**src/hdl/ahi_defs.svh**
```systemverilog
`ifndef AHI_DEFS_SVH
`define AHI_DEFS_SVH

`define AHI_PRE_RESET    2'h0
`define AHI_DIG_LAST     2'h3
`define AHI_RATIO_RESET  3'h3
`define AHI_RATIO_BASE   13'h0020
`define AHI_CMD_LAST     5'h07
`define AHI_CMD_READ_POS 0
`define AHI_WORD_16_LAST 5'h0f
`define AHI_WORD_24_LAST 5'h17
`define AHI_WORD_32_LAST 5'h1f
`define AHI_WORD_16      2'h0
`define AHI_WORD_24      2'h1

`endif

```
**src/hdl/ahi_pkg.sv**
```systemverilog
`default_nettype none
package ahi_pkg;

  typedef enum logic {
    IF_SPI      = 1'b0,
    IF_TWO_WIRE = 1'b1
  } ahi_if_e;

  typedef enum logic [1:0] {
    SP_IDLE  = 2'b00,
    SP_CMD   = 2'b01,
    SP_WRITE = 2'b10,
    SP_READ  = 2'b11
  } ahi_spi_e;

  typedef struct packed {
    logic gainStrapHi;
    logic gainStrapLo;
    logic boostStrap;
    logic ratioStrapHi;
    logic ratioStrapLo;
  } ahi_strap_s;

  typedef struct packed {
    logic        cmdValid;
    logic [7:0]  cmd;
    logic        wrValid;
    logic [31:0] wrWord;
    logic        rdLoad;
  } ahi_spi_evt_s;

endpackage
`default_nettype wire

```
**src/hdl/ahi_spi_port.sv**
```systemverilog
`timescale 1ns/1ps
`default_nettype none
`include "ahi_defs.svh"

module ahi_spi_port (
  input  wire logic                 core_clk,  // Master clock
  input  wire logic                 sys_rst,   // Async reset
  input  wire logic                 clkEn,     // Freezes state when low
  input  wire logic                 enable,    // Port usable
  input  wire logic                 sck,       // Serial clock pin
  input  wire logic                 csN,       // Chip select pin
  input  wire logic                 sdi,       // Serial data in
  input  wire logic [1:0]           wordLen,   // 0:16 1:24 else 32
  input  wire logic [31:0]          rdData,    // Read word, MSB first
  output logic                      sdo,       // Serial data out
  output logic                      sdoOe,     // Drive enable
  output logic                      sckRise,   // Synced rising edge
  output logic                      sckFall,   // Synced falling edge
  output ahi_pkg::ahi_spi_evt_s     evt        // Command and data events
);

  // ---------------------------------------------
  // Synchronizers
  // ---------------------------------------------
  logic sckS1, sckS2, sckS3, csS1, csS2, csS3, sdiS1, sdiS2;

  always_ff @(posedge core_clk or posedge sys_rst) begin
    if (sys_rst) begin
      {sckS1, sckS2, sckS3} <= 3'h0;
      {csS1, csS2, csS3}    <= 3'h7;
      {sdiS1, sdiS2}        <= 2'h0;
    end else if (clkEn) begin
      {sckS1, sckS2, sckS3} <= {sck, sckS1, sckS2};
      {csS1, csS2, csS3}    <= {csN, csS1, csS2};
      {sdiS1, sdiS2}        <= {sdi, sdiS1};
    end
  end

  // Both clock modes share one edge pair, so idle level needs no setting
  assign sckRise = clkEn & sckS2 & ~sckS3;
  assign sckFall = clkEn & ~sckS2 & sckS3;

  function automatic logic [4:0] wordLast(input logic [1:0] len);
    unique case (len)
      `AHI_WORD_16: wordLast = `AHI_WORD_16_LAST;
      `AHI_WORD_24: wordLast = `AHI_WORD_24_LAST;
      default:      wordLast = `AHI_WORD_32_LAST;
    endcase
  endfunction

  // ---------------------------------------------
  // Transfer sequencer
  // ---------------------------------------------
  ahi_pkg::ahi_spi_e     stReg, stNext;
  logic [4:0]            cntReg, cntNext;
  logic [31:0]           inReg, inNext, outReg, outNext;
  logic                  sdoReg, sdoNext;
  ahi_pkg::ahi_spi_evt_s evtReg, evtNext;

  always_comb begin
    logic [7:0] cmdByte;
    cmdByte = {inReg[6:0], sdiS2};
    stNext = stReg;
    cntNext = cntReg;
    inNext = inReg;
    outNext = outReg;
    sdoNext = sdoReg;
    evtNext = evtReg;
    evtNext.cmdValid = 1'b0;
    evtNext.wrValid = 1'b0;
    evtNext.rdLoad = 1'b0;
    if (!enable || csS2) begin
      stNext = ahi_pkg::SP_IDLE;
    end else if (csS3 && !csS2) begin
      stNext = ahi_pkg::SP_CMD;
      cntNext = 5'h00;
      inNext = 32'h0000_0000;
    end else begin
      unique case (stReg)
        ahi_pkg::SP_IDLE: ;
        ahi_pkg::SP_CMD: if (sckRise) begin
          inNext = 32'h0000_0000;
          cntNext = cntReg + 5'h01;
          if (cntReg == `AHI_CMD_LAST) begin
            evtNext.cmdValid = 1'b1;
            evtNext.cmd = cmdByte;
            cntNext = 5'h00;
            if (cmdByte[`AHI_CMD_READ_POS]) begin
              stNext = ahi_pkg::SP_READ;
              outNext = rdData;
              evtNext.rdLoad = 1'b1;
            end else begin
              stNext = ahi_pkg::SP_WRITE;
            end
          end else begin
            inNext = {inReg[30:0], sdiS2};
          end
        end
        ahi_pkg::SP_WRITE: if (sckRise) begin
          inNext = {inReg[30:0], sdiS2};
          cntNext = cntReg + 5'h01;
          if (cntReg == wordLast(wordLen)) begin
            evtNext.wrValid = 1'b1;
            evtNext.wrWord = {inReg[30:0], sdiS2};
            inNext = 32'h0000_0000;
            cntNext = 5'h00;
          end
        end
        ahi_pkg::SP_READ: if (sckFall) begin
          sdoNext = outReg[31];
          outNext = {outReg[30:0], 1'b0};
          cntNext = cntReg + 5'h01;
          if (cntReg == wordLast(wordLen)) begin
            outNext = rdData;
            evtNext.rdLoad = 1'b1;
            cntNext = 5'h00;
          end
        end
      endcase
    end
  end

  always_ff @(posedge core_clk or posedge sys_rst) begin
    if (sys_rst) begin
      stReg <= ahi_pkg::SP_IDLE;
      cntReg <= 5'h00;
      inReg <= 32'h0000_0000;
      outReg <= 32'h0000_0000;
      sdoReg <= 1'b0;
      evtReg <= '0;
    end else if (clkEn) begin
      stReg <= stNext;
      cntReg <= cntNext;
      inReg <= inNext;
      outReg <= outNext;
      sdoReg <= sdoNext;
      evtReg <= evtNext;
    end
  end

  // Half-duplex: only the data phase of a read drives the pin
  assign sdoOe = (stReg == ahi_pkg::SP_READ) & enable & ~csS2;
  assign sdo = sdoReg;
  assign evt = evtReg;
endmodule // ahi_spi_port
`default_nettype wire

```
**src/hdl/ahi_top.sv**
```systemverilog
`timescale 1ns/1ps
`default_nettype none
`include "ahi_defs.svh"

module ahi_top #(
  parameter int FRAME_W = 24  // Two-wire frame length in bits
) (
  input  wire logic               core_clk,           // Master clock
  input  wire logic               sys_rst,            // Async reset
  input  wire logic               clkEn,              // Freeze when low
  input  wire logic               masterResetN,       // Master reset pin
  input  wire logic               watchdogRst,        // Watchdog reset
  input  wire logic               externalClockSel,   // 1: direct clock
  input  wire logic               xtalTick,           // Crystal edge
  input  wire logic               oscillatorIn,       // Osc in / strap
  input  wire logic               oscillatorOut,      // Mode select pin
  output logic                    oscillatorEnable,   // Crystal running
  input  wire logic [1:0]         prescaleSel,        // Prescale code
  input  wire logic [2:0]         ratioSel,           // Oversampling code
  input  wire logic               readyPinDriveSel,   // Idle drive high
  input  wire logic               bitstreamOutEnable, // Modulator out on
  input  wire logic               readyPinIn,         // Ready pin level
  output logic                    conversionReadyN,   // Ready pin out
  output logic                    conversionReadyOe,  // Ready pin drive
  input  wire logic               sck,                // Serial clock
  input  wire logic               csN,                // Chip select
  input  wire logic               sdi,                // Serial data in
  output logic                    sdo,                // Serial data out
  output logic                    sdoOe,              // Serial out drive
  input  wire logic [1:0]         wordLen,            // Word size code
  input  wire logic [31:0]        rdData,             // Read word
  input  wire logic [FRAME_W-1:0] frameData,          // Two-wire frame
  output ahi_pkg::ahi_spi_evt_s   spiEvt,             // Serial events
  output logic                    twoWireMode,        // Mode in force
  output ahi_pkg::ahi_strap_s     straps,             // Latched straps
  output logic                    analogClockTick,    // Analog clock
  output logic                    digitalSampleTick,  // Sample clock
  output logic                    outputRateTick      // Output rate
);

  localparam int CW = $clog2(FRAME_W + 1);

  // ---------------------------------------------
  // Divider arithmetic
  // ---------------------------------------------
  function automatic logic [2:0] preLast(input logic [1:0] pre);
    preLast = 3'((4'h1 << pre) - 4'h1);
  endfunction

  // Half a sample period is two analog periods
  function automatic logic [4:0] pulseWidth(input logic [1:0] pre);
    pulseWidth = 5'(6'h02 << pre);
  endfunction

  function automatic logic [11:0] ratioLast(input logic [2:0] sel);
    ratioLast = 12'((`AHI_RATIO_BASE << sel) - 13'h0001);
  endfunction

  // ---------------------------------------------
  // Declarations
  // ---------------------------------------------
  logic                oscS1, oscS2, oscS3, oscRise;
  logic [2:0]          preReg, preNext;
  logic [1:0]          digReg, digNext;
  logic [11:0]         rateReg, rateNext;
  logic [4:0]          pulseReg, pulseNext;
  logic                mclkTick, amTick, dmTick, rtTick;
  logic                pulseActive;
  logic                readyNReg, readyNNext, readyOeReg, readyOeNext;
  logic                capReg, capNext;
  ahi_pkg::ahi_if_e    modeReg, modeNext;
  ahi_pkg::ahi_strap_s strapReg, strapNext, strapPins;
  logic [FRAME_W-1:0]  twShiftReg, twShiftNext;
  logic [CW-1:0]       twCntReg, twCntNext;
  logic                twSdoReg, twSdoNext;
  logic                spiSdo, spiSdoOe, sckRise, sckFall;
  logic                twoWire, spiEnable;

  assign twoWire = (modeReg == ahi_pkg::IF_TWO_WIRE);
  assign spiEnable = ~twoWire & masterResetN;

  // ---------------------------------------------
  // Serial port
  // ---------------------------------------------
  ahi_spi_port u_spi (
    .core_clk (core_clk),
    .sys_rst  (sys_rst),
    .clkEn    (clkEn),
    .enable   (spiEnable),
    .sck      (sck),
    .csN      (csN),
    .sdi      (sdi),
    .wordLen  (wordLen),
    .rdData   (rdData),
    .sdo      (spiSdo),
    .sdoOe    (spiSdoOe),
    .sckRise  (sckRise),
    .sckFall  (sckFall),
    .evt      (spiEvt)
  );

  // ---------------------------------------------
  // Master clock source
  // ---------------------------------------------
  always_ff @(posedge core_clk or posedge sys_rst) begin
    if (sys_rst) begin
      {oscS1, oscS2, oscS3} <= 3'h0;
    end else if (clkEn) begin
      {oscS1, oscS2, oscS3} <= {oscillatorIn, oscS1, oscS2};
    end
  end

  assign oscRise = oscS2 & ~oscS3;
  assign oscillatorEnable = ~externalClockSel;

  // Two-wire mode shares one clock for sampling and framing
  always_comb begin
    if (twoWire) begin
      mclkTick = sckRise;
    end else if (externalClockSel) begin
      mclkTick = clkEn & oscRise;
    end else begin
      mclkTick = clkEn & xtalTick;
    end
  end

  // ---------------------------------------------
  // Prescaler, sample and rate dividers
  // ---------------------------------------------
  always_comb begin
    preNext = preReg;
    digNext = digReg;
    rateNext = rateReg;
    pulseNext = pulseReg;
    amTick = 1'b0;
    dmTick = 1'b0;
    rtTick = 1'b0;
    if (!masterResetN) begin
      // No clock is distributed while held in master reset
      preNext = 3'h0;
      digNext = 2'h0;
      rateNext = 12'h000;
      pulseNext = 5'h00;
    end else if (mclkTick) begin
      if (pulseReg != 5'h00) begin
        pulseNext = pulseReg - 5'h01;
      end
      if (preReg >= preLast(prescaleSel)) begin
        preNext = 3'h0;
        amTick = 1'b1;
        if (digReg == `AHI_DIG_LAST) begin
          digNext = 2'h0;
          dmTick = 1'b1;
          if (rateReg >= ratioLast(ratioSel)) begin
            rateNext = 12'h000;
            rtTick = 1'b1;
            pulseNext = pulseWidth(prescaleSel);
          end else begin
            rateNext = rateReg + 12'h001;
          end
        end else begin
          digNext = digReg + 2'h1;
        end
      end else begin
        preNext = preReg + 3'h1;
      end
    end
  end

  assign pulseActive = (pulseReg != 5'h00);
  assign analogClockTick = amTick;
  assign digitalSampleTick = dmTick;
  assign outputRateTick = rtTick;

  always_ff @(posedge core_clk or posedge sys_rst) begin
    if (sys_rst) begin
      preReg <= 3'h0;
      digReg <= 2'h0;
      rateReg <= 12'h000;
      pulseReg <= 5'h00;
    end else if (clkEn) begin
      preReg <= preNext;
      digReg <= digNext;
      rateReg <= rateNext;
      pulseReg <= pulseNext;
    end
  end

  // ---------------------------------------------
  // Ready pin
  // ---------------------------------------------
  // Pure timed pulse: nothing from the serial port feeds it, so a host
  // that misses a pulse gets no second chance.
  always_comb begin
    readyNNext = ~(pulseNext != 5'h00);
    readyOeNext = 1'b0;
    if (!twoWire && !bitstreamOutEnable) begin
      readyOeNext = (pulseNext != 5'h00) | readyPinDriveSel;
    end
  end

  always_ff @(posedge core_clk or posedge sys_rst) begin
    if (sys_rst) begin
      readyNReg <= 1'b1;
      readyOeReg <= 1'b0;
    end else if (clkEn) begin
      readyNReg <= readyNNext;
      readyOeReg <= readyOeNext;
    end
  end

  assign conversionReadyN = readyNReg;
  assign conversionReadyOe = readyOeReg;

  // ---------------------------------------------
  // Interface mode and straps
  // ---------------------------------------------
  assign strapPins = '{gainStrapHi:  readyPinIn,
                       gainStrapLo:  oscillatorIn,
                       boostStrap:   csN,
                       ratioStrapHi: sdi,
                       ratioStrapLo: masterResetN};

  always_comb begin
    modeNext = modeReg;
    strapNext = strapReg;
    if (capReg && masterResetN) begin
      // Direct-clock select low means the pin carries a crystal
      modeNext = (externalClockSel && oscillatorOut) ?
                 ahi_pkg::IF_TWO_WIRE : ahi_pkg::IF_SPI;
      capNext = watchdogRst;
    end else begin
      capNext = capReg | watchdogRst | ~masterResetN;
    end
    if ((modeNext == ahi_pkg::IF_TWO_WIRE && !twoWire) ||
        (watchdogRst && twoWire)) begin
      strapNext = strapPins;
    end
  end

  always_ff @(posedge core_clk or posedge sys_rst) begin
    if (sys_rst) begin
      capReg <= 1'b1;
      modeReg <= ahi_pkg::IF_SPI;
      strapReg <= '0;
    end else if (clkEn) begin
      capReg <= capNext;
      modeReg <= modeNext;
      strapReg <= strapNext;
    end
  end

  assign twoWireMode = twoWire;
  assign straps = strapReg;

  // ---------------------------------------------
  // Two-wire frame output
  // ---------------------------------------------
  // A new ready event restarts the frame; a host that clocks too slowly
  // loses the tail of the previous one.
  always_comb begin
    twShiftNext = twShiftReg;
    twCntNext = twCntReg;
    twSdoNext = twSdoReg;
    if (!twoWire) begin
      twCntNext = '0;
    end else if (rtTick) begin
      twShiftNext = frameData;
      twCntNext = CW'(FRAME_W);
    end else if (sckFall && twCntReg != '0) begin
      twSdoNext = twShiftReg[FRAME_W-1];
      twShiftNext = twShiftReg << 1;
      twCntNext = twCntReg - CW'(1);
    end
  end

  always_ff @(posedge core_clk or posedge sys_rst) begin
    if (sys_rst) begin
      twShiftReg <= '0;
      twCntReg <= '0;
      twSdoReg <= 1'b0;
    end else if (clkEn) begin
      twShiftReg <= twShiftNext;
      twCntReg <= twCntNext;
      twSdoReg <= twSdoNext;
    end
  end

  assign sdo = twoWire ? twSdoReg : spiSdo;
  assign sdoOe = twoWire | spiSdoOe;

  logic [4:0] widthCnt;

  always_ff @(posedge core_clk or posedge sys_rst) begin
    if (sys_rst) begin
      widthCnt <= 5'h00;
    end else if (rtTick) begin
      widthCnt <= 5'h00;
    end else if (pulseActive && mclkTick) begin
      widthCnt <= widthCnt + 5'h01;
    end
  end
endmodule // ahi_top
`default_nettype wire

```
**config.mk**
```make
export PLATFORM = sky130hd
export DESIGN_NAME = ahi_top
export DESIGN_NICKNAME = d
export VERILOG_FILES = /design/src/hdl/ahi_pkg.sv /design/src/hdl/ahi_spi_port.sv /design/src/hdl/ahi_top.sv
export VERILOG_INCLUDE_DIRS = /design/src /design/src/hdl
export SDC_FILE = /design/constraint.sdc
export NUM_CORES = 1
export LEC_CHECK = 0
export BUFFER_PORTS_ARGS = -buffer_cell sky130_fd_sc_hd__buf_2
export CAP_MARGIN = 0
export CORE_MARGIN = 1.5
export CORE_UTILIZATION = 55
export DETAILED_ROUTE_END_ITERATION = 16
export PLACE_DENSITY = 0.87
export SYNTH_ARGS = -nofsm -noshare
export SYNTH_HDL_FRONTEND = slang
export SYNTH_SLANG_ARGS = --single-unit
```
**constraint.sdc**
```tcl
create_clock -name core_clk -period 8.88 [get_ports core_clk]
set_clock_uncertainty 0.15 [all_clocks]
set_input_delay 0.888 -clock core_clk [delete_from_list [all_inputs] [get_ports core_clk]]
set_output_delay 0.888 -clock core_clk [all_outputs]
set_load 0.005 [all_outputs]
```
=== Yosys cells after proc, flatten, opt, wreduce, memory -nomap -nowiden ===
Cells that the tools add are included.

* Memories kept: 0
* Register bits after elaboration: 186
* Bits of input ports: 78
* Logic and storage cells: 223
* ROM bits: 0
* Latch bits: 0
* Bits in writable memories: 0

* Reductions and logical operators: 38
* Multiply operators: 0
* Bitwise operators: 25
* Eq/ne operators: 19
* Div/mod/pow operators: 0
* Magnitude comparators: 2
* Add/subtract/negate cells: 8
* Shift operators: 3
* Muxes and demuxes: 91

{| class="wikitable"
|+ Operator list
! kind !! number
|-
| $mux W32 || 5
|-
| $mux W31 || 5
|-
| $mux W5 || 24
|-
| $mux W33 || 3
|-
| $mux W43 || 2
|-
| $pmux W32 S2 || 1
|-
| $pmux W31 S2 || 1
|-
| $mux W12 || 5
|-
| $mux W24 || 2
|-
| $mux W9 || 3
|-
| $mux W1 || 25
|-
| $mux W2 || 9
|-
| $reduce_and A6 Y1 || 3
|-
| $pmux W5 S3 || 1
|-
| $reduce_bool A5 Y1 || 3
|-
| $add A12 B1 Y12 const B || 1
|-
| $ge A12 B12 Y1 || 1
|-
| $ne A3 B2 Y1 const B || 4
|-
| $reduce_and A4 Y1 || 3
|-
| $reduce_bool A3 Y1 || 4
|-
| $shl A6 B3 Y12 const A || 1
|-
| $sub A12 B1 Y12 const B || 1
|-
| $not A1 Y1 || 11
|-
| $and A1 B1 Y1 || 10
|-
| other kinds (28) || 58
|}

=== Longest topological paths before layout ===
Gate-level depths: netlist of the first run.

* Depth after elaboration: 13
* Mapped depth: 19
* Gate-level depth less buffers: 15

=== Cells and area by module ===
From an unflattened synthesis of the first run, not the netlist that was laid out.

* Cell total of the unflattened synthesis: 847
* Area total of the unflattened synthesis: 8,994.9 um^2

{| class="wikitable"
|+ Modules (own cells, without submodules)
! module !! cells an instance !! times used !! area each (um^2)
|-
| ahi_spi_port || 444 || 1 || 5,168.7
|-
| ahi_top || 403 || 1 || 3,826.2
|}

=== Worst setup path after synthesis of the first run ===
No wires, ideal clock.

* Path kind: input to output
* Start point: input ratioSel[0]
* End point: output outputRateTick
* Cell stages on the path: 14
* Slack: 4,548 ps
* Path buffers: 3
* Arrival time: 3,294 ps
* Cell sequence: or3_1 -> ha_1 -> clkbuf_1 -> xor2_1 -> nor2_1 -> a21oi_1 -> ha_1 -> nand2_1 -> o21ai_0 -> nand3_1 -> a21o_1 -> buf_4 -> inv_2 -> buf_2

* Cells in the longest elaborated chain, start to end: 8

{| class="wikitable"
|+ RTL lines
! what !! RTL line !! RTL
|-
| from (decl) || ahi_top.sv:19 || <nowiki>input wire logic [2:0] ratioSel,</nowiki>
|-
| $shl A6 B3 Y12 (no source line) || -- ||
|-
| $sub A12 B1 Y12 || ahi_top.sv:56 || <nowiki>ratioLast = 12'((`AHI_RATIO_BASE << sel) - 13'h0001);</nowiki>
|-
| $ge A12 B12 Y1 || ahi_top.sv:154 || <nowiki>if (rateReg >= ratioLast(ratioSel)) begin</nowiki>
|-
| $mux W1 || ahi_top.sv:154 ||
|-
| $mux W1 || ahi_top.sv:151 || <nowiki>if (digReg == `AHI_DIG_LAST) begin</nowiki>
|-
| $mux W1 || ahi_top.sv:148 || <nowiki>if (preReg >= preLast(prescaleSel)) begin</nowiki>
|-
| $mux W1 || ahi_top.sv:144 || <nowiki>end else if (mclkTick) begin</nowiki>
|-
| $mux W1 || ahi_top.sv:138 || <nowiki>if (!masterResetN) begin</nowiki>
|-
| to (decl) || ahi_top.sv:38 || <nowiki>output logic outputRateTick</nowiki>
|}

No other way between the ends.

=== Worst setup path after layout of the first run ===
Same ends and word-level chain as after synthesis.

==> tab_implementation.tex, run 1 <==
\begin{tabular}{lr}
\hline
Metric & Value \\
\hline
\multicolumn{2}{l}{\textbf{Status}} \\
Run status & complete, no violations \\
\multicolumn{2}{l}{\textbf{Timing}} \\
Slew at the pin with the worst max-slew slack & between 1 and 1.5 ns \\
Unrepaired setup endpoints after global routing & no \\
Fmax & between 0.15 and 0.2 GHz \\
Count of final max-slew check failures & 0 \\
Final Hold Violating Endpoints & 0 \\
Final critical delay including setup and external delays & between 5 and 6 ns \\
Final period util & about three fifths \\
Final TNS setup & 0 ns \\
Setup Viol. Count Final & 0 \\
Final worst slack & between 3 and 4 ns \\
Relative slew margins & approximately a quarter \\
\multicolumn{2}{l}{\textbf{Synth}} \\
Post-Syn Nets & 896 \\
Sequential area share after synthesis & 52.99\% \\
Number of flops mapped to enable cells by yosys & 0 \\
Post-synthesis sequential element count & between 150 and 200 \\
Cells after Synth & 797 \\
Unique cell type count in the Yosys netlist & between 60 and 70 \\
Top cell type's share of synthesized area & 51.50\% \\
Top\_reg\_cell synth & dfrtp\_1 \\
Synthesis warning total & 0 \\
Post-synth ARST share & 100.0\% \\
Average cell area after synthesis & approximately 11 µm² \\
Library cell with the largest summed area after synthesis & dfrtp\_1 \\
Top area cells in the synthesized netlist & dfrtp\_1 (52\%), mux2i\_1 (6.0\%), mux2\_4 (5.0\%), o21ai\_0 (4.4\%), mux2\_2 (3.6\%) \\
Post-Synthesis Cell Area & 8795 µm² \\
\multicolumn{2}{l}{\textbf{Die}} \\
Die Area & 16,760 µm² \\
Num rows & 46 \\
Initial core utilization & a little under three fifths \\
Count of pins on the block boundary & 135 \\
Area of the core & $\sim$16,000 µm² \\
Die H & around 130 µm \\
Horiz. Die Dim & 129.5 µm \\
\multicolumn{2}{l}{\textbf{CTS}} \\
Number of clock sinks & between 150 and 200 \\
CTS clk-pin slew, worst paths & about 0.070 ns \\
\# hold bufs at CTS & 0 \\
CTS buffer count & 17 \\
Worst skew pair latency & 0.42 ns \\
Post-CTS Resized & 0 \\
Cell chosen for the clock root & clkbuf\_16 \\
Number of levels in the clock H-tree & 4 \\
Setup fix buffers added after clock tree synthesis & 0 \\
CTS tree & yes \\
Number of buffers on the longest clock path & 2 \\
\multicolumn{2}{l}{\textbf{Route}} \\
DR iter-0 viols & roughly 450 \\
Wire length per cell after detailed routing & $\sim$16 µm \\
DR pass1 iterations & 4 \\
DR vias/cell & $\sim$5.5 \\
Via count & approximately 6,300 \\
Number of DRC violations after detailed routing & 0 \\
Routed Antenna Nets & 0 \\
Routed wire length & between 15,000 and 20,000 µm \\
\multicolumn{2}{l}{\textbf{Global routing}} \\
Overall overflow remaining after global route & 0 \\
Global-route wire length before repair & slightly below 30,000 µm \\
Via count of the first global-routing pass & 6,137 \\
Antenna violations before repair & 0 \\
Largest net degree at the start of global routing & 117 \\
All-Layer GR Usage & $\sim$22\% \\
\multicolumn{2}{l}{\textbf{Power}} \\
PD cells & roughly 220 nW/µm² \\
Static Leak & between 5 and 6 nW \\
Worst supply voltage drop on vdd & $\sim$0.00020 V \\
\multicolumn{2}{l}{\textbf{Final layout}} \\
Multi-input logic area & between 3000 and 4000 µm² \\
\# fillers & 1,262 \\
Fraction of final layout cells sized beyond drive strength 1 & a little over a quarter \\
Most frequent standard cell in the layout excluding fill and tap cells & dfrtp\_1 \\
Diodes inserted & 0 \\
Final instance area & $\sim$10,000 µm² \\
Sequential cell area & $\sim$4700 µm² \\
Top library cells by usage in the layout, fill and taps aside & dfrtp\_1 (181), buf\_2 (134), o21ai\_0 (77) \\
Relative area change from synthesis to final layout & 16.42\% \\
Nets@finish & 1,012 \\
\multicolumn{2}{l}{\textbf{Worst setup path}} \\
Required time at the endpoint of the critical path & $\sim$7.8 ns \\
Crit path arrival time & between 4 and 5 ns \\
Startpoint type of the worst setup path & input pin \\
Worst Path Class, Setup & input pin to output port \\
Worst-case reg-to-reg path depth & 9 \\
Largest fanout on the critical path & 18 \\
Kind of end point of the critical path & output port \\
\multicolumn{2}{l}{\textbf{Place}} \\
Detailed Place HPWL & about 12,000 µm \\
Number of port buffers & between 100 and 150 \\
Placer's final routability congestion estimate & roughly 0.86 \\
Worst setup slack before clock tree synthesis & about 3.6 ns \\
Post-place instance area & between 9000 and 10,000 µm² \\
\multicolumn{2}{l}{\textbf{Min path}} \\
Type of the worst min-delay path & flop to flop \\
Number of instances on the worst hold path & 2 \\
\multicolumn{2}{l}{\textbf{Job}} \\
Reported max-cap violation count & 0 \\
\hline
\end{tabular}
## power by group
| group | internal [mW] | leakage, nW | total [mW] | switching, mW |
|---|---|---|---|---|
| logic | 0.142 | 2.51 | 0.307 | 0.165 |
| registers | 0.972 | 2.46 | 1.06 | 0.0864 |
| clock network | 0.514 | 0.324 | 0.845 | 0.331 |
| total | 1.63 | 5.29 | 2.21 | 0.583 |
## state kept, by name, summed over array words and instances (netlist names), 2 cells and up
register,cells
digReg,2
u_spi.inReg,31
pulseReg,5
straps,5
u_spi.cntReg,5
preReg,3
u_spi.evt,43
u_spi.stReg,2
rateReg,12
twCntReg,5
twShiftReg,24
u_spi.outReg,32
## worst max-delay path, cell delays in order
cell	delay, ns
buf_2	0.13
or3_1	0.40
ha_1	0.28
xor2_1	0.17
nor2_1	0.11
a21oi_1	0.05
ha_1	0.30
a21oi_1	0.14
o21ai_0	0.17
nand3_1	0.26
a21o_1	0.75
inv_2	0.33
buf_2	0.23
## final cells by class
class                      count  area share (%)
sequential                   186           45.52
multi-input combinational    546           37.61
timing repair buffer         138           6.843
clock buffer                  20           4.363
tap                          216           2.640
clock inverter                12           2.065
inverter                      24          0.9532
## cell families (layout without fill, tap and decap cells)
family | Yosys count | after routing | synth area share (%)
compound gates | 203 | 203 | 14.64
buf+inv | 65 | 194 | 3.443
flops | 186 | 186 | 52.99
simple gates | 208 | 208 | 10.97
xor+xnor | 4 | 4 | 0.3984
mux | 110 | 110 | 14.57
fa+ha+maj | 21 | 21 | 2.988
## path summary, 6_finish.rpt
check / startpoint / to / slack [ns]
max reg2reg: rateReg[6]$_DFFE_PP0P_ / twShiftReg[11]$_DFFE_PP0P_ / 5.27
max in group asynchronous: sys_rst / rateReg[2]$_DFFE_PP0P_ / 6.78
max: ratioSel[0] / outputRateTick / 3.61
min in group asynchronous: sys_rst / u_spi.outReg[22]$_DFFE_PP0P_ / 0.42
min: twShiftReg[20]$_DFFE_PP0P_ / twShiftReg[20]$_DFFE_PP0P_ / 0.34
min reg2reg: twShiftReg[20]$_DFFE_PP0P_ / twShiftReg[20]$_DFFE_PP0P_ / 0.34
## layer usage
metal | vias to the layer above | track usage [%] | wire (µm)
met3 | 26 | 5.822 | 921
li1 | 3083 | - | -
met1 | 3087 | 30.33 | 8256
met5 | - | 0 | 0
met4 | 0 | 8.431 | 293
met2 | 141 | 34.42 | 8252
## through the flow
step           utilization, %  power (mW)  hold WS [ns]  std cells
2_1_floorplan               -       1.277        0.2944        797
3_3_place_gp            60.75       1.359        0.3101       1110
3_5_place_dp            60.75       1.381        0.3248       1110
4_1_cts                 64.92       2.227        0.3389       1142
5_1_grt                 64.92       2.323        0.3532       1142
6_report                64.92       2.210        0.3386       1142
## Yosys cell counts, types with 3 or more instances
| cell | count |
|---|---|
| a21o_1 | 4 |
| a21oi_1 | 45 |
| a21oi_2 | 3 |
| a22o_1 | 33 |
| a22oi_1 | 3 |
| a31oi_1 | 3 |
| and2_1 | 4 |
| and3_1 | 11 |
| buf_2 | 8 |
| buf_4 | 5 |
| buf_6 | 4 |
| clkbuf_1 | 22 |
| dfrtp_1 | 181 |
| dfstp_2 | 5 |
| ha_1 | 21 |
| inv_1 | 21 |
| mux2_2 | 28 |
| mux2_4 | 29 |
| mux2i_1 | 53 |
| nand2_1 | 71 |
| nand2b_1 | 8 |
| nand3_1 | 15 |
| nand3b_1 | 4 |
| nor2_1 | 60 |
| nor2b_1 | 4 |
| nor3_1 | 11 |
| o21ai_0 | 77 |
| o21ai_1 | 5 |
| o2bb2ai_1 | 3 |
| o31ai_1 | 6 |
| or2_2 | 3 |
| or3_1 | 4 |
(Power assumes the default switching activity.)
==> run 2: changes to the inputs <==
==> constraint.sdc (replaced) <==
create_clock -name core_clk -period 5.06 [get_ports core_clk]
set_clock_uncertainty 0.15 [all_clocks]
set_input_delay 0.506 -clock core_clk [delete_from_list [all_inputs] [get_ports core_clk]]
set_output_delay 0.506 -clock core_clk [all_outputs]
set_load 0.005 [all_outputs]
==> run 2 against run 1 <==
Effect of this change:
- cell count increased by 0.18%
- hold slack got worse by 0.18 ns
- critical path type unchanged
- routed wire length increased by 0.16%
==> tab_implementation.tex, run 2 (synthesis gave the netlist of run 1 again) <==
\begin{tabular}{lr}
\hline
Metric & Value \\
\hline
\multicolumn{2}{l}{\textbf{Status}} \\
Run status & complete, no violations \\
\multicolumn{2}{l}{\textbf{Final layout}} \\
Top library cells by usage in the layout, fill and taps aside & dfrtp\_1 (181), buf\_2 (134), o21ai\_0 (77) \\
\# fillers & 1,243 \\
Most frequent standard cell in the layout excluding fill and tap cells & dfrtp\_1 \\
Max reg flops & between 40 and 50 \\
Nets@finish & $\sim$1,000 \\
Final Util & 65.04\% \\
Number of cells in the finished layout apart from fillers & 1,144 \\
Relative area change from synthesis to final layout & 16.63\% \\
Diodes inserted & 0 \\
Fraction of final layout cells sized beyond drive strength 1 & about 27\% \\
\multicolumn{2}{l}{\textbf{Worst setup path}} \\
Largest fanout on the critical path & 13 \\
Critical path's largest stage delay & between 0.4 and 0.5 ns \\
Startpoint type of the worst setup path & input pin \\
Critical path, cell by cell & buf\_2, or3\_1, ha\_1, xor2\_1, nor2\_1, a21oi\_1, ha\_1, nand2\_1, o21ai\_0, nand3\_1, a21o\_1, inv\_2, buf\_2 \\
Launch instance of the worst register-to-register path & twoWireMode\$\_DFFE\_PP0P\_ \\
Slowest cell on the critical path & or3\_1 \\
Worst Setup SP & ratioSel[0] \\
Worst-case reg-to-reg path depth & 6 \\
Worst Path Class, Setup & input pin to output port \\
Reg-to-reg slack, setup & 1.61 ns \\
Required time at the endpoint of the critical path & roughly 4.4 ns \\
Kind of end point of the critical path & output port \\
Worst setup endpoint & outputRateTick \\
Crit path arrival time & 3.34 ns \\
Destination of the worst register-to-register timing path & u\_spi.inReg[6]\$\_DFFE\_PP0P\_ \\
\multicolumn{2}{l}{\textbf{Place}} \\
Placed Instances & approximately 1,100 \\
Detailed Place HPWL & roughly 12,000 µm \\
Number of port buffers & around 130 \\
Placer's final routability congestion estimate & around 0.9 \\
Worst setup slack before clock tree synthesis & roughly 1.1 ns \\
\multicolumn{2}{l}{\textbf{Timing}} \\
Final critical delay including setup and external delays & $\sim$4 ns \\
Final period util & 78.96\% \\
Final Hold Violating Endpoints & 0 \\
Unrepaired setup endpoints after global routing & no \\
Setup Viol. Count Final & 0 \\
Final worst slack & 1.064 ns \\
Fmax & 0.2503 GHz \\
Count of final max-slew check failures & 0 \\
Final TNS setup & 0 ns \\
Slew at the pin with the worst max-slew slack & between 1 and 1.5 ns \\
Relative slew margins & around 28\% \\
Hold Worst Slack & around 0.16 ns \\
\multicolumn{2}{l}{\textbf{Power}} \\
Static Leak & about 5.3 nW \\
PD cells & about 370 nW/µm² \\
Worst supply voltage drop on vdd & 0.0002786 V \\
\multicolumn{2}{l}{\textbf{Global routing}} \\
Via count of the first global-routing pass & 6,168 \\
Overall overflow remaining after global route & 0 \\
Largest net degree at the start of global routing & about 190 \\
All-Layer GR Usage & between 20\% and 30\% \\
Antenna violations before repair & 0 \\
Global-route wire length before repair & a little under 30,000 µm \\
\multicolumn{2}{l}{\textbf{CTS}} \\
CTS clk-pin slew, worst paths & around 0.070 ns \\
Number of buffers on the longest clock path & 2 \\
Number of clock sinks & approximately 190 \\
Cell chosen for the clock root & clkbuf\_16 \\
\# hold bufs at CTS & 0 \\
CTS buffer count & 17 \\
CTS tree & yes \\
Post-CTS Resized & 0 \\
Setup fix buffers added after clock tree synthesis & 0 \\
Worst skew pair latency & 0.43 ns \\
Number of levels in the clock H-tree & 4 \\
\multicolumn{2}{l}{\textbf{Die}} \\
Horiz. Die Dim & approximately 130 µm \\
Count of pins on the block boundary & between 100 and 150 \\
Area of the core & roughly 16,000 µm² \\
Num rows & 46 \\
Initial core utilization & roughly 56\% \\
Die Area & between 15,000 and 20,000 µm² \\
Die H & roughly 130 µm \\
\multicolumn{2}{l}{\textbf{Route}} \\
DR vias/cell & approximately 5.5 \\
Wire length per cell after detailed routing & around 16 µm \\
DR iter-0 viols & 387 \\
Routed Antenna Nets & 0 \\
Via count & 6,343 \\
DR pass1 iterations & 5 \\
Number of DRC violations after detailed routing & 0 \\
Routed wire length & roughly 18,000 µm \\
\multicolumn{2}{l}{\textbf{Min path}} \\
Type of the worst min-delay path & input pin to flop \\
\multicolumn{2}{l}{\textbf{Job}} \\
Reported max-cap violation count & 0 \\
\hline
\end{tabular}
## run 2: worst min path at each step
stage,end,start,slack (ns),cells after the start
floorplan,rateReg[11]$_DFFE_PP0P_,rateReg[11]$_DFFE_PP0P_,0.29,1
global placement,twShiftReg[6]$_DFFE_PP0P_,twShiftReg[6]$_DFFE_PP0P_,0.31,2
detailed placement,twShiftReg[10]$_DFFE_PP0P_,twShiftReg[10]$_DFFE_PP0P_,0.33,2
CTS,u_spi.outReg[0]$_DFFE_PP0P_,rdData[0],0.13,3
global route,u_spi.sckS1$_DFFE_PP0P_,sck,0.15,2
finish,u_spi.outReg[0]$_DFFE_PP0P_,rdData[0],0.16,3
## run 2: per-layer routing
layer	part of all wire [%]	wire, µm	track usage, %
met2	48	8493	34.67
met1	45	8051	29.82
met4	1.4	251	7.908
met5	0	0	0
met3	5.4	958	5.326
## run 2: final cells by class
type	count	area, µm²	share of cell area [%]
clock buffers	17	425.4	4.147
clock inverters	15	227.7	2.220
inverters	24	93.84	0.9149
multi-input cells	546	3851	37.55
flip-flops and latches	186	4661	45.44
well taps	216	270.3	2.635
repair buffers	140	728.2	7.099
## run 2: where the power goes
part,switching [mW],internal [mW]
logic,0.286,0.251
clock network,0.625,0.809
registers,0.153,1.70
## run 2: stage by stage
| stage | instance area, µm² | total power, mW |
|---|---|---|
| after floorplan | 8798 | 2.241 |
| after global placement | 9604 | 2.384 |
| after detailed placement | 9604 | 2.423 |
| after CTS | 10260 | 3.871 |
| after global routing | 10260 | 4.034 |
| final | 10260 | 3.830 |
## run 2: critical path, delay by kind of cell
| family | cells | cell delay (ns) |
|---|---|---|
| compound gates | 3 | 0.61 |
| xor+xnor | 1 | 0.17 |
| fa+ha+maj | 2 | 0.59 |
| buf+inv | 3 | 0.57 |
| simple gates | 4 | 0.91 |
